`config.mk`:
```
export PLATFORM = sky130hd
export DESIGN_NAME = lja_top
export DESIGN_NICKNAME = d
export VERILOG_FILES = /design/src/verilog/lja_sync.v /design/src/verilog/lja_fifo.v /design/src/verilog/lja_top.v
export VERILOG_INCLUDE_DIRS = /design/src /design/src/verilog
export SDC_FILE = /design/constraint.sdc
export NUM_CORES = 1
export LEC_CHECK = 0
export ABC_AREA = 0
export ABC_CLOCK_PERIOD_IN_PS = 9510
export BUFFER_PORTS_ARGS = -buffer_cell sky130_fd_sc_hd__buf_4
export CAP_MARGIN = 20
export CORE_ASPECT_RATIO = 0.75
export CORE_MARGIN = 3
export CORE_UTILIZATION = 60
export CTS_CLUSTER_DIAMETER = 100
export DETAILED_ROUTE_END_ITERATION = 12
export HOLD_SLACK_MARGIN = 0.12
export PLACE_DENSITY = 0.85
export SLEW_MARGIN = 20
export SYNTH_ARGS = -nofsm -noshare
export SYNTH_HDL_FRONTEND = slang
export SYNTH_SLANG_ARGS = --single-unit
```
`constraint.sdc`:
```
create_clock -name clk_i -period 9.51 [get_ports clk_i]
set_input_delay 0.951 -clock clk_i [delete_from_list [all_inputs] [get_ports clk_i]]
set_output_delay 0.951 -clock clk_i [all_outputs]
set_load 0.02 [all_outputs]
```
`src/verilog/lja_consts.vh`:
```
// Constants for the line jitter attenuator: map, fields, resets, timing
`ifndef LJA_CONSTS_VH
`define LJA_CONSTS_VH
`define LJA_ADDR_W          8
`define LJA_CTRL_OFFS       8'h00
`define LJA_STAT_OFFS       8'h04
`define LJA_CTRL_PATH_BIT   0
`define LJA_CTRL_DEEP_BIT   2
`define LJA_CTRL_CORNER_BIT 3
`define LJA_CTRL_LEN_LSB    4
`define LJA_CTRL_RESET      7'h00
`define LJA_LEN_E1_CODE     3'h0
`define LJA_RESP_OKAY       2'h0
`define LJA_RESP_SLVERR     2'h2
`define LJA_CLK_HZ          40000000
`define LJA_E1_HZ           2048000
`define LJA_T1_HZ           1544000
`define LJA_SUBSTEPS        8
`define LJA_ACC_BITS        16
`define LJA_DEPTH_SHALLOW   7'h20
`define LJA_DEPTH_DEEP      7'h40
`define LJA_MARGIN          7'h02
`define LJA_TRIM_SHIFT_BASE 4'h6
`define LJA_TRIM_LIMIT      16'h0800
`endif

```
`src/verilog/lja_sync.v`:
```
// Two flip-flop synchroniser for pin inputs
`timescale 1ns/1ps
module lja_sync #(
	parameter WIDTH = 11
) (
	input  wire             clk_i,
	input  wire             sys_rst_i,
	input  wire [WIDTH-1:0] async_i,
	output wire [WIDTH-1:0] sync_o
);
	reg [WIDTH-1:0] meta_r;
	reg [WIDTH-1:0] sync_r;

	// First stage feeds only the second stage
	always @(posedge clk_i) begin
		if (sys_rst_i) begin
			meta_r <= {WIDTH{1'b0}};
			sync_r <= {WIDTH{1'b0}};
		end else begin
			meta_r <= async_i;
			sync_r <= meta_r;
		end
	end

	assign sync_o = sync_r;
endmodule // lja_sync

```
`src/verilog/lja_fifo.v`:
```
// Elastic two-bit symbol FIFO, 32 or 64 entries, preset to half full
`timescale 1ns/1ps
`include "lja_consts.vh"
module lja_fifo (
	input  wire       clk_i,
	input  wire       sys_rst_i,
	input  wire       init_i,
	input  wire       deep_i,
	input  wire       wr_en_i,
	input  wire [1:0] wr_data_i,
	input  wire       rd_en_i,
	output wire [1:0] rd_data_o,
	output wire [6:0] count_o
);
	reg  [1:0] mem_r [0:63];
	reg  [5:0] wr_ptr_r;
	reg  [5:0] rd_ptr_r;
	reg  [6:0] count_r;
	reg  [1:0] rd_data_r;
	wire [6:0] depth_w;
	wire [5:0] mask_w;
	wire       do_wr_w;
	wire       do_rd_w;
	integer    i;

	assign depth_w = deep_i ? `LJA_DEPTH_DEEP : `LJA_DEPTH_SHALLOW;
	assign mask_w  = deep_i ? 6'h3f : 6'h1f;
	assign do_wr_w = wr_en_i && (count_r < depth_w);
	assign do_rd_w = rd_en_i && (count_r != 7'h00);

	always @(posedge clk_i) begin
		if (sys_rst_i || init_i) begin
			// Half full gives the nominal throughput delay
			wr_ptr_r  <= depth_w[6:1];
			rd_ptr_r  <= 6'h00;
			count_r   <= {1'b0, depth_w[6:1]};
			rd_data_r <= 2'h0;
			for (i = 0; i < 64; i = i + 1) begin
				mem_r[i] <= 2'h0;
			end
		end else begin
			if (do_wr_w) begin
				mem_r[wr_ptr_r] <= wr_data_i;
				wr_ptr_r        <= (wr_ptr_r + 6'h01) & mask_w;
			end
			if (do_rd_w) begin
				rd_data_r <= mem_r[rd_ptr_r];
				rd_ptr_r  <= (rd_ptr_r + 6'h01) & mask_w;
			end
			if (do_wr_w && !do_rd_w) begin
				count_r <= count_r + 7'h01;
			end else if (do_rd_w && !do_wr_w) begin
				count_r <= count_r - 7'h01;
			end
		end
	end

	assign rd_data_o = rd_data_r;
	assign count_o   = count_r;
endmodule // lja_fifo

```
`src/verilog/lja_top.v`:
```
// Line jitter attenuator with AXI4-Lite control and status
//
// Function
// - Write on incoming clock, read on smoothed clock
// - Near full or empty: shift clock one eighth
// - Latency 16 bits shallow, 32 bits deep
// - Host mode: control bit picks rx or tx path
// - Host mode: control bit picks 32 or 64
// - Host mode: corner from depth and corner bit
// - Hardware mode: path pin picks rx or tx
// - Hardware mode: depth always 64 entries
// - Hardware mode: corner 3.5 Hz E1, 6 Hz T1
// - Smoothed clock from reference, no crystal
// - Line length zero is E1, else T1
//
// Chosen here: the AXI4-Lite interface to the registers and the register addresses.
`timescale 1ns/1ps
`include "lja_consts.vh"
module lja_top (
	input  wire        clk_i,
	input  wire        sys_rst_i,
	input  wire [7:0]  s_axi_awaddr_i,
	input  wire        s_axi_awvalid_i,
	output wire        s_axi_awready_o,
	input  wire [31:0] s_axi_wdata_i,
	input  wire [3:0]  s_axi_wstrb_i,
	input  wire        s_axi_wvalid_i,
	output wire        s_axi_wready_o,
	output wire [1:0]  s_axi_bresp_o,
	output wire        s_axi_bvalid_o,
	input  wire        s_axi_bready_i,
	input  wire [7:0]  s_axi_araddr_i,
	input  wire        s_axi_arvalid_i,
	output wire        s_axi_arready_o,
	output wire [31:0] s_axi_rdata_o,
	output wire [1:0]  s_axi_rresp_o,
	output wire        s_axi_rvalid_o,
	input  wire        s_axi_rready_i,
	input  wire        mode_select_i,
	input  wire        jitter_path_select_i,
	input  wire [2:0]  line_length_select_i,
	input  wire        incoming_rx_clock_i,
	input  wire        rx_positive_data_i,
	input  wire        rx_negative_data_i,
	input  wire        incoming_tx_clock_i,
	input  wire        tx_positive_data_i,
	input  wire        tx_negative_data_i,
	output wire        smoothed_rx_clock_o,
	output wire        rx_positive_out_o,
	output wire        rx_negative_out_o,
	output wire        smoothed_tx_clock_o,
	output wire        tx_positive_out_o,
	output wire        tx_negative_out_o
);
	localparam [63:0] E1_STEP_W = (64'd`LJA_E1_HZ * 64'd`LJA_SUBSTEPS
		* 64'd65536) / 64'd`LJA_CLK_HZ;
	localparam [63:0] T1_STEP_W = (64'd`LJA_T1_HZ * 64'd`LJA_SUBSTEPS
		* 64'd65536) / 64'd`LJA_CLK_HZ;

	// Synchronised pins
	wire [10:0] pin_async_w;
	wire [10:0] pin_sync_w;
	wire        rx_clk_s_w;
	wire [1:0]  rx_dat_s_w;
	wire        tx_clk_s_w;
	wire [1:0]  tx_dat_s_w;
	wire        mode_s_w;
	wire        path_pin_s_w;
	wire [2:0]  len_pin_s_w;

	// Register bus state
	reg         awready_r;
	reg         wready_r;
	reg         aw_held_r;
	reg         w_held_r;
	reg  [7:0]  awaddr_r;
	reg  [31:0] wdata_r;
	reg  [3:0]  wstrb_r;
	reg         bvalid_r;
	reg  [1:0]  bresp_r;
	reg         arready_r;
	reg         rvalid_r;
	reg  [31:0] rdata_r;
	reg  [1:0]  rresp_r;
	reg  [6:0]  ctrl_r;

	// Effective configuration
	wire        hw_mode_w;
	wire        path_tx_w;
	wire        deep_w;
	wire [2:0]  len_w;
	wire        e1_w;
	wire        corner_w;
	reg  [1:0]  cfg_prev_r;
	wire        reinit_w;

	// Write side
	reg         rx_clk_d_r;
	reg         tx_clk_d_r;
	wire        wr_en_w;
	wire [1:0]  wr_data_w;

	// Smoothed clock generator
	reg  [15:0] acc_r;
	reg  [2:0]  sub_r;
	reg  [2:0]  sub_nxt;
	reg  signed [15:0] trim_r;
	reg  signed [15:0] trim_nxt;
	wire [16:0] step_sum_w;
	wire [15:0] step_w;
	wire [16:0] acc_sum_w;
	wire        tick_w;
	wire [6:0]  depth_w;
	wire [6:0]  count_w;
	wire        near_full_w;
	wire        near_empty_w;
	reg         rd_en_r;
	reg         rd_en_nxt;
	reg         slip_fast_r;
	reg         slip_slow_r;
	wire signed [7:0]  fill_err_w;
	wire [3:0]  trim_shift_w;
	wire signed [15:0] trim_add_w;
	wire signed [23:0] trim_wide_w;
	wire [1:0]  rd_data_w;
	reg  [7:0]  fast_cnt_r;
	reg  [7:0]  slow_cnt_r;

	// Output flops
	reg         rx_clk_o_r;
	reg  [1:0]  rx_dat_o_r;
	reg         tx_clk_o_r;
	reg  [1:0]  tx_dat_o_r;

	assign pin_async_w = {line_length_select_i, jitter_path_select_i,
		mode_select_i, tx_negative_data_i, tx_positive_data_i,
		incoming_tx_clock_i, rx_negative_data_i, rx_positive_data_i,
		incoming_rx_clock_i};

	lja_sync #(
		.WIDTH(11)
	) u_sync (
		.clk_i     (clk_i),
		.sys_rst_i (sys_rst_i),
		.async_i   (pin_async_w),
		.sync_o    (pin_sync_w)
	);

	assign rx_clk_s_w   = pin_sync_w[0];
	assign rx_dat_s_w   = pin_sync_w[2:1];
	assign tx_clk_s_w   = pin_sync_w[3];
	assign tx_dat_s_w   = pin_sync_w[5:4];
	assign mode_s_w     = pin_sync_w[6];
	assign path_pin_s_w = pin_sync_w[7];
	assign len_pin_s_w  = pin_sync_w[10:8];

	// Configuration source
	assign hw_mode_w = ~mode_s_w;
	assign path_tx_w = hw_mode_w ? path_pin_s_w
		: ctrl_r[`LJA_CTRL_PATH_BIT];
	assign deep_w    = hw_mode_w ? 1'b1
		: ctrl_r[`LJA_CTRL_DEEP_BIT];
	assign len_w     = hw_mode_w ? len_pin_s_w
		: ctrl_r[`LJA_CTRL_LEN_LSB+2:`LJA_CTRL_LEN_LSB];
	assign e1_w      = (len_w == `LJA_LEN_E1_CODE);
	assign corner_w  = hw_mode_w ? e1_w
		: ctrl_r[`LJA_CTRL_CORNER_BIT];
	assign depth_w   = deep_w ? `LJA_DEPTH_DEEP : `LJA_DEPTH_SHALLOW;

	// Depth or path change restarts the FIFO
	assign reinit_w = (cfg_prev_r != {path_tx_w, deep_w});

	always @(posedge clk_i) begin
		if (sys_rst_i) begin
			cfg_prev_r <= 2'h0;
			rx_clk_d_r <= 1'b0;
			tx_clk_d_r <= 1'b0;
		end else begin
			cfg_prev_r <= {path_tx_w, deep_w};
			rx_clk_d_r <= rx_clk_s_w;
			tx_clk_d_r <= tx_clk_s_w;
		end
	end

	// Symbols enter on the falling edge of the path's own clock
	assign wr_en_w   = path_tx_w ? (tx_clk_d_r & ~tx_clk_s_w)
		: (rx_clk_d_r & ~rx_clk_s_w);
	assign wr_data_w = path_tx_w ? tx_dat_s_w : rx_dat_s_w;

	lja_fifo u_fifo (
		.clk_i     (clk_i),
		.sys_rst_i (sys_rst_i),
		.init_i    (reinit_w),
		.deep_i    (deep_w),
		.wr_en_i   (wr_en_w),
		.wr_data_i (wr_data_w),
		.rd_en_i   (rd_en_r),
		.rd_data_o (rd_data_w),
		.count_o   (count_w)
	);

	// Reference-derived eighth-bit ticks with slow frequency trim
	assign step_sum_w = {1'b0, (e1_w ? E1_STEP_W[15:0] : T1_STEP_W[15:0])}
		+ {trim_r[15], trim_r};
	assign step_w     = step_sum_w[15:0];
	assign acc_sum_w  = {1'b0, acc_r} + {1'b0, step_w};
	assign tick_w     = acc_sum_w[16];

	assign near_full_w  = (count_w >= (depth_w - `LJA_MARGIN));
	assign near_empty_w = (count_w <= `LJA_MARGIN);

	// Lower corner: deeper FIFO and corner bit slow the trim loop
	assign fill_err_w   = $signed({1'b0, count_w})
		- $signed({2'b00, depth_w[6:1]});
	assign trim_shift_w = `LJA_TRIM_SHIFT_BASE + {3'h0, deep_w}
		+ {3'h0, corner_w};
	assign trim_wide_w  = $signed({{8{fill_err_w[7]}}, fill_err_w, 8'h00})
		>>> trim_shift_w;
	assign trim_add_w   = trim_wide_w[15:0];

	always @* begin
		sub_nxt   = sub_r;
		rd_en_nxt = 1'b0;
		trim_nxt  = trim_r;
		if (tick_w) begin
			if (sub_r == 3'h7) begin
				if (near_empty_w && !slip_slow_r) begin
					// Stretch this bit by one eighth
					sub_nxt = 3'h7;
				end else begin
					// Shorten the next bit by one eighth when near full
					sub_nxt   = near_full_w ? 3'h1 : 3'h0;
					rd_en_nxt = 1'b1;
					trim_nxt  = trim_r + trim_add_w;
					if (trim_nxt > $signed(`LJA_TRIM_LIMIT)) begin
						trim_nxt = $signed(`LJA_TRIM_LIMIT);
					end else if (trim_nxt < -$signed(`LJA_TRIM_LIMIT)) begin
						trim_nxt = -$signed(`LJA_TRIM_LIMIT);
					end
				end
			end else begin
				sub_nxt = sub_r + 3'h1;
			end
		end
	end

	always @(posedge clk_i) begin
		if (sys_rst_i || reinit_w) begin
			acc_r       <= 16'h0000;
			sub_r       <= 3'h0;
			trim_r      <= 16'sh0000;
			rd_en_r     <= 1'b0;
			slip_fast_r <= 1'b0;
			slip_slow_r <= 1'b0;
		end else begin
			acc_r   <= acc_sum_w[15:0];
			sub_r   <= sub_nxt;
			trim_r  <= trim_nxt;
			rd_en_r <= rd_en_nxt;
			if (tick_w && sub_r == 3'h7) begin
				slip_slow_r <= near_empty_w && !slip_slow_r;
				slip_fast_r <= near_full_w && !(near_empty_w && !slip_slow_r);
			end else begin
				slip_fast_r <= 1'b0;
			end
		end
	end

	// Saturating correction counters for status
	always @(posedge clk_i) begin
		if (sys_rst_i) begin
			fast_cnt_r <= 8'h00;
			slow_cnt_r <= 8'h00;
		end else if (tick_w && sub_r == 3'h7) begin
			if (near_empty_w && !slip_slow_r) begin
				slow_cnt_r <= slow_cnt_r + {7'h00, slow_cnt_r != 8'hff};
			end else if (near_full_w) begin
				fast_cnt_r <= fast_cnt_r + {7'h00, fast_cnt_r != 8'hff};
			end
		end
	end

	// Selected path takes the smoothed clock; the other passes through
	always @(posedge clk_i) begin
		if (sys_rst_i) begin
			rx_clk_o_r <= 1'b0;
			rx_dat_o_r <= 2'h0;
			tx_clk_o_r <= 1'b0;
			tx_dat_o_r <= 2'h0;
		end else if (path_tx_w) begin
			tx_clk_o_r <= (sub_r < 3'h4);
			tx_dat_o_r <= rd_data_w;
			rx_clk_o_r <= rx_clk_s_w;
			rx_dat_o_r <= rx_dat_s_w;
		end else begin
			rx_clk_o_r <= (sub_r < 3'h4);
			rx_dat_o_r <= rd_data_w;
			tx_clk_o_r <= tx_clk_s_w;
			tx_dat_o_r <= tx_dat_s_w;
		end
	end

	// AXI4-Lite write channel
	always @(posedge clk_i) begin
		if (sys_rst_i) begin
			awready_r <= 1'b1;
			wready_r  <= 1'b1;
			aw_held_r <= 1'b0;
			w_held_r  <= 1'b0;
			awaddr_r  <= 8'h00;
			wdata_r   <= 32'h00000000;
			wstrb_r   <= 4'h0;
			bvalid_r  <= 1'b0;
			bresp_r   <= `LJA_RESP_OKAY;
			ctrl_r    <= `LJA_CTRL_RESET;
		end else begin
			if (s_axi_awvalid_i && awready_r) begin
				awready_r <= 1'b0;
				aw_held_r <= 1'b1;
				awaddr_r  <= s_axi_awaddr_i;
			end
			if (s_axi_wvalid_i && wready_r) begin
				wready_r <= 1'b0;
				w_held_r <= 1'b1;
				wdata_r  <= s_axi_wdata_i;
				wstrb_r  <= s_axi_wstrb_i;
			end
			if (aw_held_r && w_held_r && !bvalid_r) begin
				bvalid_r  <= 1'b1;
				aw_held_r <= 1'b0;
				w_held_r  <= 1'b0;
				if (awaddr_r == `LJA_CTRL_OFFS) begin
					bresp_r <= `LJA_RESP_OKAY;
					if (wstrb_r[0]) begin
						ctrl_r <= wdata_r[6:0];
					end
				end else if (awaddr_r == `LJA_STAT_OFFS) begin
					bresp_r <= `LJA_RESP_OKAY;
				end else begin
					bresp_r <= `LJA_RESP_SLVERR;
				end
			end
			if (bvalid_r && s_axi_bready_i) begin
				bvalid_r  <= 1'b0;
				awready_r <= 1'b1;
				wready_r  <= 1'b1;
			end
		end
	end

	// AXI4-Lite read channel
	always @(posedge clk_i) begin
		if (sys_rst_i) begin
			arready_r <= 1'b1;
			rvalid_r  <= 1'b0;
			rdata_r   <= 32'h00000000;
			rresp_r   <= `LJA_RESP_OKAY;
		end else if (s_axi_arvalid_i && arready_r) begin
			arready_r <= 1'b0;
			rvalid_r  <= 1'b1;
			rresp_r   <= `LJA_RESP_OKAY;
			if (s_axi_araddr_i == `LJA_CTRL_OFFS) begin
				rdata_r <= {25'h0, ctrl_r};
			end else if (s_axi_araddr_i == `LJA_STAT_OFFS) begin
				rdata_r <= {slow_cnt_r, fast_cnt_r, 3'h0, e1_w, corner_w,
					deep_w, path_tx_w, hw_mode_w, 1'b0, count_w};
			end else begin
				rdata_r <= 32'h00000000;
				rresp_r <= `LJA_RESP_SLVERR;
			end
		end else if (rvalid_r && s_axi_rready_i) begin
			rvalid_r  <= 1'b0;
			arready_r <= 1'b1;
		end
	end

	assign s_axi_awready_o     = awready_r;
	assign s_axi_wready_o      = wready_r;
	assign s_axi_bresp_o       = bresp_r;
	assign s_axi_bvalid_o      = bvalid_r;
	assign s_axi_arready_o     = arready_r;
	assign s_axi_rdata_o       = rdata_r;
	assign s_axi_rresp_o       = rresp_r;
	assign s_axi_rvalid_o      = rvalid_r;
	assign smoothed_rx_clock_o = rx_clk_o_r;
	assign rx_positive_out_o   = rx_dat_o_r[0];
	assign rx_negative_out_o   = rx_dat_o_r[1];
	assign smoothed_tx_clock_o = tx_clk_o_r;
	assign tx_positive_out_o   = tx_dat_o_r[0];
	assign tx_negative_out_o   = tx_dat_o_r[1];
endmodule // lja_top

```
==> results of run 1 <==
## kinds of logic (layout without fill, tap and decap cells)
| kind of cell | Yosys count | count (layout) |
|---|---|---|
| simple gates | 525 | 525 |
| xor+xnor | 67 | 67 |
| compound gates | 271 | 271 |
| flops | 294 | 294 |
| other cells | 1 | 6 |
| fa+ha+maj | 61 | 61 |
| mux | 70 | 70 |
| buf+inv | 120 | 167 |
## Yosys cell counts, drive strengths merged, types with 3 or more instances
| cell | number |
|---|---|
| mux2 | 3 |
| and2 | 8 |
| a311oi | 4 |
| dfxtp | 154 |
| o211ai | 4 |
| a21o | 17 |
| nand2 | 102 |
| a31oi | 5 |
| or3 | 6 |
| a21oi | 77 |
| o21bai | 5 |
| nor3b | 3 |
| o21ai | 96 |
| or3b | 3 |
| a221o | 3 |
| or2 | 7 |
| nand4 | 11 |
| nor4 | 8 |
| nor3 | 15 |
| nor2b | 34 |
| nor2 | 252 |
| clkbuf | 66 |
| a22o | 13 |
| a211oi | 8 |
| and3 | 8 |
| mux4 | 42 |
| fa | 4 |
| inv | 27 |
| edfxtp | 140 |
| buf | 27 |
| ha | 57 |
| xor2 | 26 |
| nand2b | 17 |
| mux2i | 25 |
| a21boi | 4 |
| nand3b | 6 |
| a22oi | 19 |
| nand3 | 39 |
| xnor2 | 41 |
## registers in the layout, summed over array words and instances (netlist names), 3 cells and up
signal	count
acc_r	16
awaddr_r	8
ctrl_r	7
fast_cnt_r	8
s_axi_rdata_o	28
slow_cnt_r	8
sub_r	3
trim_r	16
u_fifo.count_o	7
u_fifo.mem_r	128
u_fifo.rd_ptr_r	6
u_fifo.wr_ptr_r	6
u_sync.meta_r	11
u_sync.sync_o	11
wdata_r	7
## critical path, cell delays in order, from the launching register on
cell	delay, ns
dfxtp_1	0.36
nor4_1	0.38
or2_2	0.34
inv_1	0.15
ha_1	0.37
a211oi_1	0.41
o21bai_1	0.15
a31o_2	0.27
a21oi_1	0.23
o21bai_1	0.09
a21oi_1	0.21
o21ai_0	0.15
a31oi_1	0.24
xor2_1	0.10
ha_1	0.38
a21oi_1	0.08
or3b_2	0.19
a21o_1	0.41
nand4_1	0.32
or2_2	0.43
o32ai_2	0.37
a22o_1	0.23
## power by group through the flow
stage | combinational, W | sequential (W) | clock [W]
after CTS | 0.000346 | 0.00144 | 0.00129
after detailed placement | 0.000336 | 0.00146 | 0
after floorplan | 0.000271 | 0.00144 | 0
final | 0.000351 | 0.00144 | 0.00129
after global routing | 0.000387 | 0.00144 | 0.00134
after global placement | 0.000325 | 0.00146 | 0
## metrics by stage
step,cell area [sq um],std cells,hold slack (ns)
after floorplan,14500,1414,0.414
after global placement,15100,1709,0.422
after detailed placement,15100,1709,0.421
after CTS,16200,1761,0.437
after global routing,16200,1761,0.458
final,16200,1761,0.438
## path summary, 6_finish.rpt
| kind | startpoint | to | cells after the start |
|---|---|---|---|
| setup reg to reg | u_sync.sync_o[6] | trim_r[0] | 21 |
| hold reg to reg | u_sync.meta_r[3] | u_sync.sync_o[3] | 1 |
| hold / removal | u_sync.meta_r[3] | u_sync.sync_o[3] | 1 |
| setup / recovery | u_sync.sync_o[6] | trim_r[0] | 21 |
## final cells by class
cell class | instances | share of cell area
Multi-Input combinational cell | 1000 | 0.412
Tap cell | 300 | 0.0232
Clock buffer | 39 | 0.0520
Clock inverter | 13 | 0.0158
Sequential cell | 294 | 0.450
Timing Repair Buffer | 88 | 0.0408
Inverter | 27 | 0.00625
## per-layer routing
metal  vias to the layer above  routed length (um)  global-route usage
met1                      5161               13700               0.357
met5                         -                   0                   0
met4                         0                 739              0.0726
li1                       5072                   -                   -
met3                        74                3310              0.0543
met2                       544               15000               0.392
==> flow_summary.ini, run 1 <==
[status]
outcome = complete, no violations

[finish]
drive_above_1_share = 0.140
fin_util = 0.695
area_growth_syn_to_layout_pct = 12.3
fillers = 1598
nets = 1570
diodes = 0
mostFrequentLayoutCells = nor2_1, dfxtp_1, edfxtp_1, nand2_1, o21ai_0
multi_input_area_sq_um = 6680
regArea_sq_um = 7290
layout_commonest_cell = nor2_1

[floorplan]
fp.coreArea_sq_um = 23300
dieArea_sq_um = 26000
io_pins = 117
die_y_um = 140
rows = 48
die_w_um = 185
initial_core_util = 0.619

[logic_synthesis]
yosys.area_share.xor_xnor = 0.0407
synth_mux_area_frac = 0.0852
synth_edf_count = 140
syn_area_per_cell_sq_um = 10.2
yosys.area.top_type = edfxtp_1
syn-cell-area_sq_um = 14400
synth_warnings = 0
synth_area_leaders = edfxtp_1, dfxtp_1, mux4_2, nor2_1, ha_1
synthFlopType = dfxtp_1
synth_cells = 1409
ys_types = 68
synth-seq-cells = 294
synth_adder_area_share = 0.0550
synth_compound_area_frac = 0.115
yosysSeqAreaShare = 0.505
synth_top_family_by_area = simple AND/OR/NAND/NOR gates
yosys.area_share.simple = 0.165
async_reset_ff_frac = 0
synth_top_area_share = 0.291

[power_and_ir_drop]
sequentialPowerShare = 0.468
p_per_area_nw_per_um2 = 190
internal_power_w = 0.00233
pwr-share-comb = 0.114
pwr-share-clk = 0.418
p_leak_nw = 6.26
peakVddDrop_v = 0.000166
p_sw_frac = 0.244
total_power_w = 0.00307
switchingPower_w = 0.000749

[clock_tree]
clkTransAtPathRegs_ns = 0.06
postCtsSetupBuffers = 0
cts_root_buf = clkbuf_16
cts.sinks = 294
cts_buffers = 28
holdBufCountCts = 0
cts_resized = 0
cts_tree = done
clock_latency_ns = 0.57
clk_path_buf_depth = 3
h-tree-depth = 1

[sta]
fin_ws_ns = 3.55
maxSlewHeadroom = 0.318
setup_viol = 0
final_max_slew_viol_count = 0
tns_ns = 0
period_share = 0.627
fmax_mhz = 168
hold_violations = 0
tightestPinTransition_ns = 1.02
rsz0062_at_grt = no
finalCriticalPeriod_ns = 5.96
skew_ns = 0.0449

[setup_path]
critical_path_class = register to register
ff2ff_setup_slack_ns = 3.55
cp-start-kind = register
end_kind = register
cp.required_ns = 9.99
crit_fanout = 12
arrival_ns = 6.44

[routing]
wl_per_cell_um = 18.6
drt_pass1_iterations = 7
drc = 0
wirelength_um = 32800
vias = 10900
drt-initial-drc-count = 1147
routed_via_density = 6.16
drt.antenna.violating_nets = 0

[global_routing]
overflow = 0
first_global_vias = 10500
grt_max_degree = 108
grt_pass1_wl_um = 53100
grt.total_usage = 0.251
grt_antenna_before_repair = 0

[place]
dp_slack_ns = 3.78
port_buffers = 82
place.gp.congestion = 0.873
hpwl_um = 21300

[run]
drv_cap = 0

[worst_hold_path]
min_path_type = register to register
Power figures use the tool's default switching activity.
==> run 2, diff against run 1 <==
- ABC_CLOCK_PERIOD_IN_PS: 9510 -> 5700
- clock period: 9.51 -> 5.7 ns (I/O delays scaled with it)
==> flow_summary.ini, run 2 (synthesized netlist as in run 1, its figures left out) <==
[status]
outcome = complete, no violations

[global_routing]
grt.total_usage = 0.250
overflow = 0
grt_max_degree = 108
first_global_vias = 10500
grt_antenna_before_repair = 1
grt_pass1_wl_um = 52900

[floorplan]
die_w_um = 185
initial_core_util = 0.619
dieArea_sq_um = 26000
die_y_um = 140
rows = 48
fp.coreArea_sq_um = 23300
io_pins = 117

[setup_path]
end_kind = register
cp-start-kind = register
r2r_cells = 22
arrival_ns = 5.88
cp.required_ns = 6.13
ff2ff_setup_slack_ns = 0.25
crit_fanout = 12
rr_endpoint = trim_r[3]
critical_path_class = register to register
reg2reg_from = u_sync.sync_o[6]

[sta]
tns_ns = 0
fmax_mhz = 183
hold_ws_ns = 0.213
fin_ws_ns = 0.246
period_share = 0.957
skew_ns = 0.0446
setup_viol = 0
maxSlewHeadroom = 0.305
finalCriticalPeriod_ns = 5.45
tightestPinTransition_ns = 1.04
final_max_slew_viol_count = 0
hold_violations = 0

[place]
port_buffers = 82
place.gp.congestion = 0.910
dp_slack_ns = 0.109
placed_area_sq_um = 15100
hpwl_um = 21800

[clock_tree]
cts_root_buf = clkbuf_16
cts_buffers = 28
h-tree-depth = 1
clkTransAtPathRegs_ns = 0.06
cts_tree = done
holdBufCountCts = 0
cts.sinks = 294
clk_path_buf_depth = 3
clock_latency_ns = 0.57

[routing]
drc = 0
vias = 10800
wirelength_um = 32200
wl_per_cell_um = 18.3
drt_pass1_iterations = 6
drt-initial-drc-count = 1056
routed_via_density = 6.12
drt.antenna.violating_nets = 0

[run]
drv_cap = 0

[worst_hold_path]
hold_path.startpoint = rx_negative_data_i
min_path_type = primary input to register
whs_endpoint = u_sync.meta_r[2]
holdPathStages = 2

[power_and_ir_drop]
peakVddDrop_v = 0.000272
p_per_area_nw_per_um2 = 306
p_leak_nw = 6.22

[finish]
drive_above_1_share = 0.140
area_growth_syn_to_layout_pct = 11.9
mostFrequentLayoutCells = nor2_1, dfxtp_1, edfxtp_1, nand2_1, o21ai_0
nets = 1573
largest_reg_flops = 128
fillers = 1608
regArea_sq_um = 7290
top_register = u_fifo.mem_r
finalInstanceArea_sq_um = 16100
multi_input_area_sq_um = 6710
layout_commonest_cell = nor2_1
diodes = 0
[run 2: changes by cell type in the layout (fill, tap and decap cells not counted), moves of 3 or more]
cell / change
buf_4: +3
bufinv_16: -3
clkbuf_1: +3
clkbuf_2: -3
[run 2: where the power goes]
group,switching [W],internal (W)
registers,0.0000734,0.00232
logic,0.000343,0.000241
clock network,0.000809,0.00115
[run 2: worst max path at each step]
stage / startpoint / end / slack, ns / cells past startpoint
after detailed placement: u_sync.sync_o[6] / trim_r[10] / 0.11 / 22
after global routing: u_sync.sync_o[6] / trim_r[8] / -0.01 / 22
after CTS: u_sync.sync_o[6] / trim_r[3] / 0.04 / 22
final: u_sync.sync_o[6] / trim_r[3] / 0.25 / 22
after global placement: u_sync.sync_o[6] / trim_r[0] / 0.31 / 21
after floorplan: u_sync.sync_o[6] / slow_cnt_r[5] / 0.71 / 24
[run 2: layer usage]
| layer | GRT usage | vias up | wire [um] |
|---|---|---|---|
| li1 | - | 5082 | - |
| met1 | 0.367 | 5119 | 13900 |
| met2 | 0.385 | 517 | 14600 |
| met3 | 0.0501 | 60 | 3010 |
| met4 | 0.0643 | 2 | 603 |
| met5 | 0 | - | 11 |
[run 2: cell type report]
class	instances	area share
clock inverters	11	0.00984
inverters	27	0.00628
multi-input cells	1000	0.416
clock buffers	39	0.0512
flip-flops and latches	294	0.451
well taps	300	0.0233
repair buffers	91	0.0423
[run 2: worst max-delay path, stage by stage (launching register included)]
cell and delay [ns]:
dfxtp_1 0.43, inv_1 0.09, nor4_1 0.24, or2_4 0.24, inv_1 0.11, ha_1 0.36, a211oi_2 0.30, o21bai_1 0.12
a31o_2 0.26, a21oi_1 0.23, o21bai_1 0.10, a21oi_1 0.22, o21ai_0 0.18, a31oi_1 0.25, xor2_1 0.18, ha_1 0.30
a21oi_1 0.13, or3b_2 0.45, a21o_2 0.32, nand4_1 0.19, or2_2 0.21, o32ai_4 0.16, a22o_1 0.23
[run 2: what timing repair did]
| item | CTS | global route |
|---|---|---|
| setup endpoints to repair | 2 | 32 |
| pin swaps | 0 | 1 |
| buffers inserted | 0 | 2 |
| gates resized for setup | 1 | 5 |
| hold endpoints to repair | 0 | 0 |
[run 2: stage by stage]
stage | std cells | total power, W | util
floorplan | 1414 | 0.00286 | -
global placement | 1710 | 0.00298 | 0.649
detailed placement | 1710 | 0.00301 | 0.649
CTS | 1760 | 0.00494 | 0.691
global route | 1762 | 0.00512 | 0.693
finish | 1762 | 0.00494 | 0.693
